## src/verilog/ptw_pkg.sv

```systemverilog
// Package for the pod timing and watchdog command block.
// Holds register offsets, command codes, limits and timing constants.
`default_nettype none
package ptw_pkg;
  // Clock and time base
  localparam int unsigned CLK_HZ     = 25_000_000;
  localparam int unsigned MS_PER_S   = 1000;
  localparam int unsigned MS_CYCLES  = CLK_HZ / MS_PER_S;
  // Time-out periods in milliseconds, codes 0 to 5
  localparam logic [17:0] TO_MS_0 = 18'd200;
  localparam logic [17:0] TO_MS_1 = 18'd2000;
  localparam logic [17:0] TO_MS_2 = 18'd20000;
  localparam logic [17:0] TO_MS_3 = 18'd50000;
  localparam logic [17:0] TO_MS_4 = 18'd70000;
  localparam logic [17:0] TO_MS_5 = 18'd130000;
  localparam logic [2:0]  TO_CODE_RST  = 3'h1;
  localparam logic [2:0]  TO_CODE_STD  = 3'h3;
  localparam logic [2:0]  TO_CODE_MAX  = 3'h5;
  localparam logic [23:0] TOTAL_MAX    = 24'hffffff;
  // Command codes
  localparam logic [3:0] CMD_TIMEOUT = 4'h0;
  localparam logic [3:0] CMD_CLEAR   = 4'h1;
  localparam logic [3:0] CMD_EVCAP   = 4'h2;
  localparam logic [3:0] CMD_EVSTAT  = 4'h3;
  localparam logic [3:0] CMD_HWDOG   = 4'h4;
  localparam logic [3:0] CMD_SWDOG   = 4'h5;
  localparam logic [3:0] CMD_PAT     = 4'h6;
  localparam logic [3:0] CMD_SCANFMT = 4'h7;
  localparam logic [3:0] CMD_RESET   = 4'h8;
  localparam logic [3:0] CMD_MEASURE = 4'h9;
  localparam logic [3:0] CMD_TRIGGER = 4'ha;
  localparam logic [3:0] CMD_ARM     = 4'hb;
  // Command word fields
  localparam int unsigned CMDF_ARG_LSB  = 0;
  localparam int unsigned CMDF_CHAN_LSB = 8;
  localparam int unsigned CMDF_OP_LSB   = 16;
  // Register offsets
  localparam logic [7:0] REG_CMD     = 8'h00;
  localparam logic [7:0] REG_STATUS  = 8'h04;
  localparam logic [7:0] REG_SEL     = 8'h08;
  localparam logic [7:0] REG_TOTAL   = 8'h0c;
  localparam logic [7:0] REG_TIMEOUT = 8'h10;
  localparam logic [7:0] REG_LOST    = 8'h14;
  // Streams and record constants
  localparam logic [1:0] STREAM_FLOAT = 2'h0;
  localparam logic [1:0] STREAM_EVENT = 2'h2;
  localparam logic [1:0] STREAM_COMP  = 2'h3;
  localparam logic [7:0] COMP_LEAD    = 8'h25;
  localparam logic [3:0] COMP_BYTES   = 4'h9;
  // Walk and scan states
  typedef enum logic [1:0] {WK_IDLE = 2'b00, WK_RUN = 2'b01} ptw_walk_t;
  typedef enum logic [1:0] {SC_IDLE = 2'b00, SC_SEND = 2'b01} ptw_scan_t;
endpackage : ptw_pkg
`default_nettype wire

```

## src/verilog/ptw_core.sv

```systemverilog
// Command interpreter of a remote measurement pod: time-outs, totals,
// event capture and status, two watchdogs and scan record format.
// Assumes one 25 MHz clock, pins synchronised here, host writes commands.
`timescale 1ns/1ps
`default_nettype none
// Functional notes
// Time-out code 0..5 selects fixed period
// Time-out code resets to 1, two seconds
// Codes 4 and 5 only in universal variant
// Overlong measurement returns period time-out error
// Host picks time-out at least twice period
// Clear zeroes total, holds counting until measure
// Total runs since measure, saturates at max
// Capture enable command alone starts or stops capture
// Event and status records go on stream 2
// Status command inserts record per capture channel
// Full buffer drops status records, lost unchanged
// Hardware watchdog enable raises output to 1
// Hardware expiry drops output and resets device
// Disable forces 0; reset command keeps watchdogs
// Software watchdog takes 0 or 1..255 seconds
// Missed pat drops output without reset
// Output 1 while either watchdog live
// Scan format selects float or 9-byte record
// Record leads with 37, then channel states
// Control bytes mark non-status channels with 1
// Out-of-range commands are ignored entirely; here they still pat the hardware watchdog
module ptw_core
  import ptw_pkg::*;
#(
  parameter int unsigned NCH        = 20,
  parameter bit          UNIVERSAL  = 1'b1,
  parameter int unsigned TICK_CYC   = MS_CYCLES,
  parameter int unsigned HW_DOG_MS  = 1000
) (
  input  wire logic            i_ref_clk,
  input  wire logic            i_nrst,
  input  wire logic [7:0]      i_addr,
  input  wire logic [31:0]     i_wdata,
  input  wire logic            i_wr,
  input  wire logic            i_rd,
  output logic [31:0]          o_rdata,
  input  wire logic [NCH-1:0]  i_event_pin,
  input  wire logic [NCH-1:0]  i_capture_mode,
  input  wire logic [NCH-1:0]  i_meas_busy,
  output logic [NCH-1:0]       o_period_timeout,
  input  wire logic            i_ev_buf_full,
  output logic                 o_rec_valid,
  output logic [1:0]           o_rec_stream,
  output logic [39:0]          o_rec_data,
  input  wire logic [31:0]     i_switch_pin,
  input  wire logic [31:0]     i_status_mode,
  input  wire logic            i_scan_req,
  output logic                 o_float_req,
  output logic                 o_byte_valid,
  output logic [1:0]           o_byte_stream,
  output logic [7:0]           o_byte,
  output logic                 o_wdog_out,
  output logic                 o_wdog_owned,
  output logic                 o_self_reset
);
  localparam int unsigned CW = $clog2(NCH + 1);
  localparam int unsigned TW = $clog2(TICK_CYC + 1);

  // Parameter check
  if (NCH < 1 || NCH > 32 || TICK_CYC < 1 || HW_DOG_MS < 1 || HW_DOG_MS > 262143) begin : g_chk
    $error("ptw_core: unsupported parameter value");
  end

  // Command decode from a write to the command register
  logic           cmd_go;
  logic [3:0]     op;
  logic [5:0]     chan;
  logic [7:0]     arg;
  logic           chan_ok;
  logic [CW-1:0]  cidx;
  assign cmd_go  = i_wr && (i_addr == REG_CMD);
  assign op      = i_wdata[CMDF_OP_LSB +: 4];
  assign chan    = i_wdata[CMDF_CHAN_LSB +: 6];
  assign arg     = i_wdata[CMDF_ARG_LSB +: 8];
  assign chan_ok = (chan != 6'h00) && (32'(chan) <= NCH);
  assign cidx    = CW'(chan - 6'h01);

  // Argument checks per command
  logic to_ok;
  logic bit_ok;
  assign to_ok  = (arg <= 8'(TO_CODE_MAX)) && (UNIVERSAL || arg <= 8'(TO_CODE_STD));
  assign bit_ok = (arg <= 8'h01);

  // Soft resets: reset command and hardware expiry
  logic hw_expire;
  logic dev_rst;
  logic full_rst;
  assign dev_rst  = cmd_go && (op == CMD_RESET);
  assign full_rst = !i_nrst || hw_expire;
  assign o_self_reset = hw_expire;

  // Millisecond tick and time tag
  logic [TW-1:0] tick_reg;
  logic          ms_tick;
  logic [31:0]   tag_reg;
  assign ms_tick = (tick_reg == TW'(TICK_CYC - 1));
  always_ff @(posedge i_ref_clk) begin
    if (!i_nrst) begin
      tick_reg <= '0;
      tag_reg  <= '0;
    end else begin
      tick_reg <= ms_tick ? '0 : tick_reg + TW'(1);
      if (ms_tick) tag_reg <= tag_reg + 32'h1;
    end
  end

  // Pin synchronisers
  logic [NCH-1:0] ev_s1_reg, ev_s2_reg, ev_old_reg;
  logic [31:0]    sw_s1_reg, sw_s2_reg;
  always_ff @(posedge i_ref_clk) begin
    if (!i_nrst) begin
      ev_s1_reg  <= '0;
      ev_s2_reg  <= '0;
      ev_old_reg <= '0;
      sw_s1_reg  <= '0;
      sw_s2_reg  <= '0;
    end else begin
      ev_s1_reg  <= i_event_pin;
      ev_s2_reg  <= ev_s1_reg;
      ev_old_reg <= ev_s2_reg;
      sw_s1_reg  <= i_switch_pin;
      sw_s2_reg  <= sw_s1_reg;
    end
  end

  // Capture enable, moved only by the capture command and resets
  logic cap_en_reg;
  always_ff @(posedge i_ref_clk) begin
    if (full_rst || dev_rst) cap_en_reg <= 1'b0;
    else if (cmd_go && op == CMD_EVCAP && bit_ok) cap_en_reg <= arg[0];
  end

  // Per-channel time-out, total and capture pending
  logic [2:0]     to_code_reg [NCH];
  logic [23:0]    total_reg   [NCH];
  logic [NCH-1:0] cnt_on_reg;
  logic [NCH-1:0] pend_reg;
  logic [NCH-1:0] pend_clr;
  logic [NCH-1:0] to_hit;
  for (genvar c = 0; c < NCH; c++) begin : g_ch
    logic        sel;
    logic        edge_seen;
    logic [17:0] lim;
    logic [17:0] tmr_reg;
    logic        fired_reg;
    assign sel       = cmd_go && chan_ok && (cidx == CW'(c));
    assign edge_seen = ev_s2_reg[c] ^ ev_old_reg[c];
    // Time-out code to millisecond limit
    always_comb begin
      case (to_code_reg[c])
        3'h0:    lim = TO_MS_0;
        3'h1:    lim = TO_MS_1;
        3'h2:    lim = TO_MS_2;
        3'h3:    lim = TO_MS_3;
        3'h4:    lim = TO_MS_4;
        3'h5:    lim = TO_MS_5;
        default: lim = TO_MS_1;
      endcase
    end
    // Time-out code store
    always_ff @(posedge i_ref_clk) begin
      if (full_rst || dev_rst) to_code_reg[c] <= TO_CODE_RST;
      else if (sel && op == CMD_TIMEOUT && to_ok) to_code_reg[c] <= arg[2:0];
    end
    // Measurement timer, one error pulse per overlong measurement
    always_ff @(posedge i_ref_clk) begin
      if (full_rst || dev_rst || !i_meas_busy[c]) begin
        tmr_reg   <= '0;
        fired_reg <= 1'b0;
      end else begin
        if (ms_tick && tmr_reg < lim) tmr_reg <= tmr_reg + 18'h1;
        if (tmr_reg >= lim) fired_reg <= 1'b1;
      end
    end
    assign to_hit[c] = i_meas_busy[c] && (tmr_reg >= lim) && !fired_reg;
    // Event total, cleared only by power-up, hardware expiry or clear command
    always_ff @(posedge i_ref_clk) begin
      if (!i_nrst || hw_expire) begin
        total_reg[c]  <= '0;
        cnt_on_reg[c] <= 1'b0;
      end else if (sel && op == CMD_CLEAR) begin
        total_reg[c]  <= '0;
        cnt_on_reg[c] <= 1'b0;
      end else begin
        if (cmd_go && (op == CMD_MEASURE || op == CMD_TRIGGER)) cnt_on_reg[c] <= 1'b1;
        if (cnt_on_reg[c] && ev_s2_reg[c] && !ev_old_reg[c] && total_reg[c] != TOTAL_MAX)
          total_reg[c] <= total_reg[c] + 24'h1;
      end
    end
    // Capture pending, a new edge wins over the drain
    always_ff @(posedge i_ref_clk) begin
      if (full_rst || dev_rst) pend_reg[c] <= 1'b0;
      else if (cap_en_reg && i_capture_mode[c] && edge_seen) pend_reg[c] <= 1'b1;
      else if (pend_clr[c]) pend_reg[c] <= 1'b0;
    end
  end

  // Error pulses registered
  always_ff @(posedge i_ref_clk) begin
    if (!i_nrst) o_period_timeout <= '0;
    else o_period_timeout <= to_hit;
  end

  // Status walk over capture channels
  ptw_walk_t      walk_reg;
  logic [CW-1:0]  wch_reg;
  logic           walk_last;
  logic           walk_emit;
  assign walk_last = (wch_reg == CW'(NCH - 1));
  assign walk_emit = (walk_reg == WK_RUN) && i_capture_mode[wch_reg];
  always_ff @(posedge i_ref_clk) begin
    if (full_rst || dev_rst) begin
      walk_reg <= WK_IDLE;
      wch_reg  <= '0;
    end else begin
      case (walk_reg)
        WK_IDLE: begin
          wch_reg <= '0;
          if (cmd_go && op == CMD_EVSTAT) walk_reg <= WK_RUN;
        end
        WK_RUN: begin
          wch_reg <= wch_reg + CW'(1);
          if (walk_last || (walk_emit && i_ev_buf_full)) walk_reg <= WK_IDLE;
        end
        default: walk_reg <= WK_IDLE;
      endcase
    end
  end

  // Lowest pending capture channel
  logic          pend_any;
  logic [CW-1:0] pend_ch;
  always_comb begin
    pend_any = 1'b0;
    pend_ch  = '0;
    pend_clr = '0;
    for (int i = NCH - 1; i >= 0; i--) begin
      if (pend_reg[i]) begin
        pend_any = 1'b1;
        pend_ch  = CW'(i);
      end
    end
    if (pend_any && !walk_emit) pend_clr[pend_ch] = 1'b1;
  end

  // Record output and lost count; status drops leave lost alone
  logic [15:0] lost_reg;
  always_ff @(posedge i_ref_clk) begin
    if (full_rst || dev_rst) begin
      o_rec_valid <= 1'b0;
      o_rec_data  <= '0;
      lost_reg    <= '0;
    end else begin
      o_rec_valid <= 1'b0;
      if (walk_emit) begin
        o_rec_valid <= !i_ev_buf_full;
        o_rec_data  <= {1'b1, 1'(cap_en_reg), 5'(wch_reg), ev_s2_reg[wch_reg], tag_reg};
      end else if (pend_any) begin
        o_rec_valid <= !i_ev_buf_full;
        o_rec_data  <= {1'b0, 1'b1, 5'(pend_ch), ev_s2_reg[pend_ch], tag_reg};
        if (i_ev_buf_full && lost_reg != 16'hffff) lost_reg <= lost_reg + 16'h1;
      end
    end
  end
  assign o_rec_stream = STREAM_EVENT;

  // Hardware watchdog, patted by any command write, refused or not
  logic        hw_en_reg;
  logic [17:0] hw_ms_reg;
  assign hw_expire = hw_en_reg && (hw_ms_reg >= 18'(HW_DOG_MS));
  always_ff @(posedge i_ref_clk) begin
    if (full_rst) begin
      hw_en_reg <= 1'b0;
      hw_ms_reg <= '0;
    end else if (cmd_go && op == CMD_HWDOG && bit_ok) begin
      hw_en_reg <= arg[0];
      hw_ms_reg <= '0;
    end else if (cmd_go) begin
      hw_ms_reg <= '0;
    end else if (hw_en_reg && ms_tick) begin
      hw_ms_reg <= hw_ms_reg + 18'h1;
    end
  end

  // Software watchdog in whole seconds
  logic        sw_en_reg;
  logic        sw_dead_reg;
  logic [7:0]  sw_sec_reg;
  logic [9:0]  sw_ms_reg;
  logic [7:0]  sw_lim_reg;
  always_ff @(posedge i_ref_clk) begin
    if (full_rst) begin
      sw_en_reg   <= 1'b0;
      sw_dead_reg <= 1'b0;
      sw_sec_reg  <= '0;
      sw_ms_reg   <= '0;
      sw_lim_reg  <= '0;
    end else if (cmd_go && op == CMD_SWDOG) begin
      sw_en_reg   <= (arg != 8'h00);
      sw_lim_reg  <= arg;
      sw_dead_reg <= 1'b0;
      sw_sec_reg  <= '0;
      sw_ms_reg   <= '0;
    end else if (cmd_go && op == CMD_PAT && sw_en_reg && !sw_dead_reg) begin
      sw_sec_reg <= '0;
      sw_ms_reg  <= '0;
    end else if (sw_en_reg && !sw_dead_reg && ms_tick) begin
      if (sw_ms_reg == 10'(MS_PER_S - 1)) begin
        sw_ms_reg  <= '0;
        sw_sec_reg <= sw_sec_reg + 8'h1;
        if (sw_sec_reg + 8'h1 == sw_lim_reg) sw_dead_reg <= 1'b1;
      end else begin
        sw_ms_reg <= sw_ms_reg + 10'h1;
      end
    end
  end

  // Shared watchdog output; reads 0 once both are disabled or expired
  always_ff @(posedge i_ref_clk) begin
    if (!i_nrst) begin
      o_wdog_out   <= 1'b0;
      o_wdog_owned <= 1'b0;
    end else begin
      o_wdog_out   <= (hw_en_reg && !hw_expire) || (sw_en_reg && !sw_dead_reg);
      o_wdog_owned <= (hw_en_reg && !hw_expire) || sw_en_reg;
    end
  end

  // Scan format select
  logic fmt_reg;
  always_ff @(posedge i_ref_clk) begin
    if (full_rst || dev_rst) fmt_reg <= 1'b0;
    else if (cmd_go && op == CMD_SCANFMT && bit_ok) fmt_reg <= arg[0];
  end

  // Compressed record, channel 1 in the top bit
  logic [31:0] st_rev, ctl_rev;
  for (genvar b = 0; b < 32; b++) begin : g_rev
    assign st_rev[31-b]  = sw_s2_reg[b];
    assign ctl_rev[31-b] = !i_status_mode[b];
  end

  // Scan serialiser
  ptw_scan_t   scan_reg;
  logic [3:0]  bidx_reg;
  logic [63:0] body_reg;
  always_ff @(posedge i_ref_clk) begin
    if (full_rst || dev_rst) begin
      scan_reg     <= SC_IDLE;
      bidx_reg     <= '0;
      body_reg     <= '0;
      o_float_req  <= 1'b0;
      o_byte_valid <= 1'b0;
      o_byte       <= '0;
    end else begin
      o_float_req  <= 1'b0;
      o_byte_valid <= 1'b0;
      case (scan_reg)
        SC_IDLE: begin
          if (i_scan_req && !fmt_reg) o_float_req <= 1'b1;
          if (i_scan_req && fmt_reg) begin
            scan_reg     <= SC_SEND;
            body_reg     <= {st_rev, ctl_rev};
            o_byte       <= COMP_LEAD;
            o_byte_valid <= 1'b1;
            bidx_reg     <= 4'h1;
          end
        end
        SC_SEND: begin
          o_byte       <= body_reg[63:56];
          o_byte_valid <= 1'b1;
          body_reg     <= {body_reg[55:0], 8'h00};
          bidx_reg     <= bidx_reg + 4'h1;
          if (bidx_reg == COMP_BYTES - 4'h1) scan_reg <= SC_IDLE;
        end
        default: scan_reg <= SC_IDLE;
      endcase
    end
  end
  assign o_byte_stream = fmt_reg ? STREAM_COMP : STREAM_FLOAT;

  // Channel select for readback
  logic [CW-1:0] rsel_reg;
  always_ff @(posedge i_ref_clk) begin
    if (!i_nrst) rsel_reg <= '0;
    else if (i_wr && i_addr == REG_SEL && i_wdata < NCH) rsel_reg <= CW'(i_wdata);
  end

  // Read data one cycle after the strobe, zero when idle or unmapped
  always_ff @(posedge i_ref_clk) begin
    if (!i_nrst || !i_rd) o_rdata <= '0;
    else begin
      case (i_addr)
        REG_STATUS:  o_rdata <= {25'h0, fmt_reg, walk_reg == WK_RUN, cap_en_reg,
                                 sw_dead_reg, sw_en_reg, hw_en_reg, o_wdog_out};
        REG_SEL:     o_rdata <= 32'(rsel_reg);
        REG_TOTAL:   o_rdata <= {8'h00, total_reg[rsel_reg]};
        REG_TIMEOUT: o_rdata <= {29'h0, to_code_reg[rsel_reg]};
        REG_LOST:    o_rdata <= {16'h0, lost_reg};
        default:     o_rdata <= '0;
      endcase
    end
  end
endmodule : ptw_core
`default_nettype wire

```

## config.mk

```make
export PLATFORM = sky130hd
export DESIGN_NAME = ptw_core
export DESIGN_NICKNAME = d
export VERILOG_FILES = /design/src/verilog/ptw_pkg.sv /design/src/verilog/ptw_core.sv
export SDC_FILE = /design/constraint.sdc
export NUM_CORES = 2
export LEC_CHECK = 0
export ABC_CLOCK_PERIOD_IN_PS = 4600
export BUFFER_PORTS_ARGS = -buffer_cell sky130_fd_sc_hd__buf_4
export CORE_AREA = 2 2 569 345
export DETAILED_ROUTE_END_ITERATION = 10
export DIE_AREA = 0 0 571 347
export PLACE_DENSITY_LB_ADDON = 0.3
export SLEW_MARGIN = 30
export SYNTH_ARGS = -nofsm -noshare
export SYNTH_HDL_FRONTEND = slang
export SYNTH_SLANG_ARGS = --single-unit
```

## constraint.sdc

```tcl
create_clock -name i_ref_clk -period 4.6 [get_ports i_ref_clk]
set_input_delay 0.92 -clock i_ref_clk [delete_from_list [all_inputs] [get_ports i_ref_clk]]
set_output_delay 0.92 -clock i_ref_clk [all_outputs]
set_load 0.01 [all_outputs]
```

==> results.txt <==
Crit-path slowest cell -> nor2b_1
Slew Limit Fails -> 0
simple-gate portion of the synthesized area -> 0.242
VDD IR max -> 273 µV
WP data arrival -> 4270 ps
post-synthesis cell count -> 8,143
# resized after CTS -> 0
post-synthesis compound-gate area fraction -> 0.100
CP Max Fanout -> 24
ys async rst share -> 0
fin util -> 0.449
Critical Path Start Type -> flip-flop
Overflow after GRT -> 0
critical path, cell by cell -> nor4_1, o311a_1, nor2_1, nor2b_1, o21a_1, nand4b_1, a31o_2, nand2_1, buf_4
data required time of the worst path -> 5020 ps
r2r setup slk -> 750 ps
Antenna Nets Post-Route -> 0
Row Count -> 125
Synth Area in Adders -> 0.0571
Clock Power Share -> 0.457
antenna violations before repair -> 20
H-tree lvl count -> 4
Die X-Extent -> 571 µm
first-pass GRT wire length -> 347 mm
post-synthesis cell type count -> 87
switching power -> 6120 µW
DR WL/cell -> 20.6 µm
CP Capture Type -> flip-flop
share of layout cells above drive strength 1 -> 0.106
Die ar. -> 0.198 mm²
initial core utilization -> 0.398
worst-case clock buffer depth -> 4
Clk Tree Root Cell -> clkbuf_16
largest net degree at the start of global routing -> 103
Hold Path Stages -> 2
Vias/cell -> 5.71
design internal power -> 20,300 µW
Seq/Total Area, Yosys -> 0.430
sw frac -> 0.232
Slew HR -> 0.353
status -> completed
setup TNS -> 0 ps
fin crit share -> 0.836
Synth top area share -> 0.219
clock skew -> 72.8 ps
Synth area leaders -> dfxtp_1 22%, edfxtp_1 21%, ha_1 5.7%
final hold violations -> 0
CTS sink cnt -> 1,378
Worst-path clk slew -> 70 ps
core footprint -> 0.193 mm²
R2R depth -> 9
Power Density -> 305 mW/mm²
number of flip-flops under the largest register name -> 480
Post-CTS Setup Repair Bufs -> 0
worst min-delay path class -> in2reg
register share of total power -> 0.500
Max Freq -> 260 MHz
CP delay by family, top -> simple AND/OR/NAND/NOR gates
hold wc startpoint -> i_status_mode[30]
area grow syn2layout -> 12.8%
Synth warnings -> 0
largest family of logic cells by synthesized area -> simple AND/OR/NAND/NOR gates
xor-xnor portion of the synthesized cell area -> 0.0736
Worst-Margin Slew -> 963 ps
flops & latches, synth -> 1,378
Crit path largest cell delay -> 570 ps
Period minus WS final -> 3850 ps
multiplexer area fraction after synthesis -> 0.0664
worst path bufs/invs -> 1
area leader, netlist -> dfxtp_1
most numerous cell in the Yosys netlist -> nor2_1
LEAKAGE -> 0.0311 µW
NumNets Final -> 8,838
Clk Latency, worst-skew pair -> 810 ps
Max-Cap Viols -> 0
number of fill cells -> 18,100
Mapped Avg Cell Area -> 9.41 µm²
Final setup violation count -> 0
Top FF cell, synth -> dfxtp_1
Vias -> 63,000
combinational share of power -> 0.043
Post-synth EDFFs -> 540
# hold bufs at CTS -> 0
hpwl dp -> 171 mm
final wirelength -> 227 mm
Placer Congestion -> 0.962
DRT iter0 DRCs -> 7,071
die height -> 347 µm
vias in the first global route -> 57,800
worst r2r src -> hw_ms_reg[14]
synth cell count leaders -> 1,122 x nor2_1, 838 x dfxtp_1, 746 x nand2_1
RSZ-0062 raised after global routing -> no
synthesized area -> 0.0766 mm²
endpoint of the worst hold path -> body_reg[1]
WS Path Type -> reg2reg
quantity of I/O buffers inserted on ports -> 269
CTS buffer count -> 150
Reg-to-Reg End -> total_reg[11][11]
DRC Markers -> 0
GRT Total Usage -> 0.222
CTS tree -> built
1st-pass router iterations -> 6
Worst Setup SP -> hw_ms_reg[14]
I/O pin count -> 280
## metal layers
| layer | track usage | wire (µm) |
|---|---|---|
| met1 | 0.344 | 107000 |
| met2 | 0.299 | 89700 |
| met3 | 0.0584 | 25200 |
| met4 | 0.0557 | 5230 |
| met5 | 0 | 23 |
## worst register-to-register path, cell delays in order, from the launching register on
cell	delay, ps
dfxtp_1	340
nor4_1	400
o311a_1	470
nor2_1	150
nor2b_1	580
o21a_1	480
nand4b_1	310
a31o_2	320
nand2_1	70
buf_4	320
## worst max-delay path by stage
stage / endpoint / slack (ps) / depth (start not counted)
floorplan: total_reg[11][0] / 590 / 9
global placement: total_reg[19][6] / 290 / 11
detailed placement: total_reg[19][7] / 240 / 11
CTS: g_ch[7].tmr_reg[10] / 790 / 11
global route: g_ch[6].tmr_reg[10] / 610 / 11
finish: total_reg[11][11] / 750 / 9
## final cells by class
class	count	area, µm²	area share
Tap cell	2603	3260	0.0377
Clock buffer	210	4300	0.0497
Multi-Input combinational cell	6187	41500	0.480
Sequential cell	1378	33000	0.382
Clock inverter	47	448	0.00518
Timing Repair Buffer	398	3170	0.0367
Antenna cell	5	12.5	0.000145
Inverter	203	762	0.00881
## cell usage in the layout (no fill, tap or decap), types with 173 or more instances in the layout
master	netlist	routed
xnor2_1	309	309
dfxtp_1	838	832
inv_1	203	203
nand3_1	381	381
nor2_1	1122	1121
nand2_1	746	744
nand4_1	231	231
ha_1	350	350
edfxtp_1	540	540
xor2_1	335	335
and2_1	241	237
a21oi_1	418	416
mux4_2	173	173
and3_1	207	207
buf_4	12	383
## per-stage QoR
step	std cells	hold slack, ps	instance area, µm²	power, µW	setup slack, ps
final	11000	282	86400	26400	754
after global routing	11000	235	86400	27200	611
after CTS	11000	217	86400	26600	791
after detailed placement	10800	419	81600	14600	243
after global placement	10800	408	81600	14500	292
after floorplan	8151	393	76700	14000	586
## cells by family (layout without fill, tap and decap cells)
logic type,count (synthesis),after routing
AND/OR/NAND/NOR,3721,3721
XOR/XNOR,644,644
buffers and inverters,586,858
other,2,15
flip-flops,1378,1378
adder cells (fa/ha/maj),350,350
AO/OA/AOI/OAI,1171,1171
multiplexers,291,291
## power by group through the flow
stage | registers [µW] | clock network (µW) | logic [µW]
5_1_grt | 13200 | 12800 | 1250
6_report | 13200 | 12100 | 1150
2_1_floorplan | 13300 | 0 | 685
3_3_place_gp | 13400 | 0 | 1100
4_1_cts | 13200 | 12300 | 1130
3_5_place_dp | 13500 | 0 | 1120
Power figures use the tool's default switching activity.
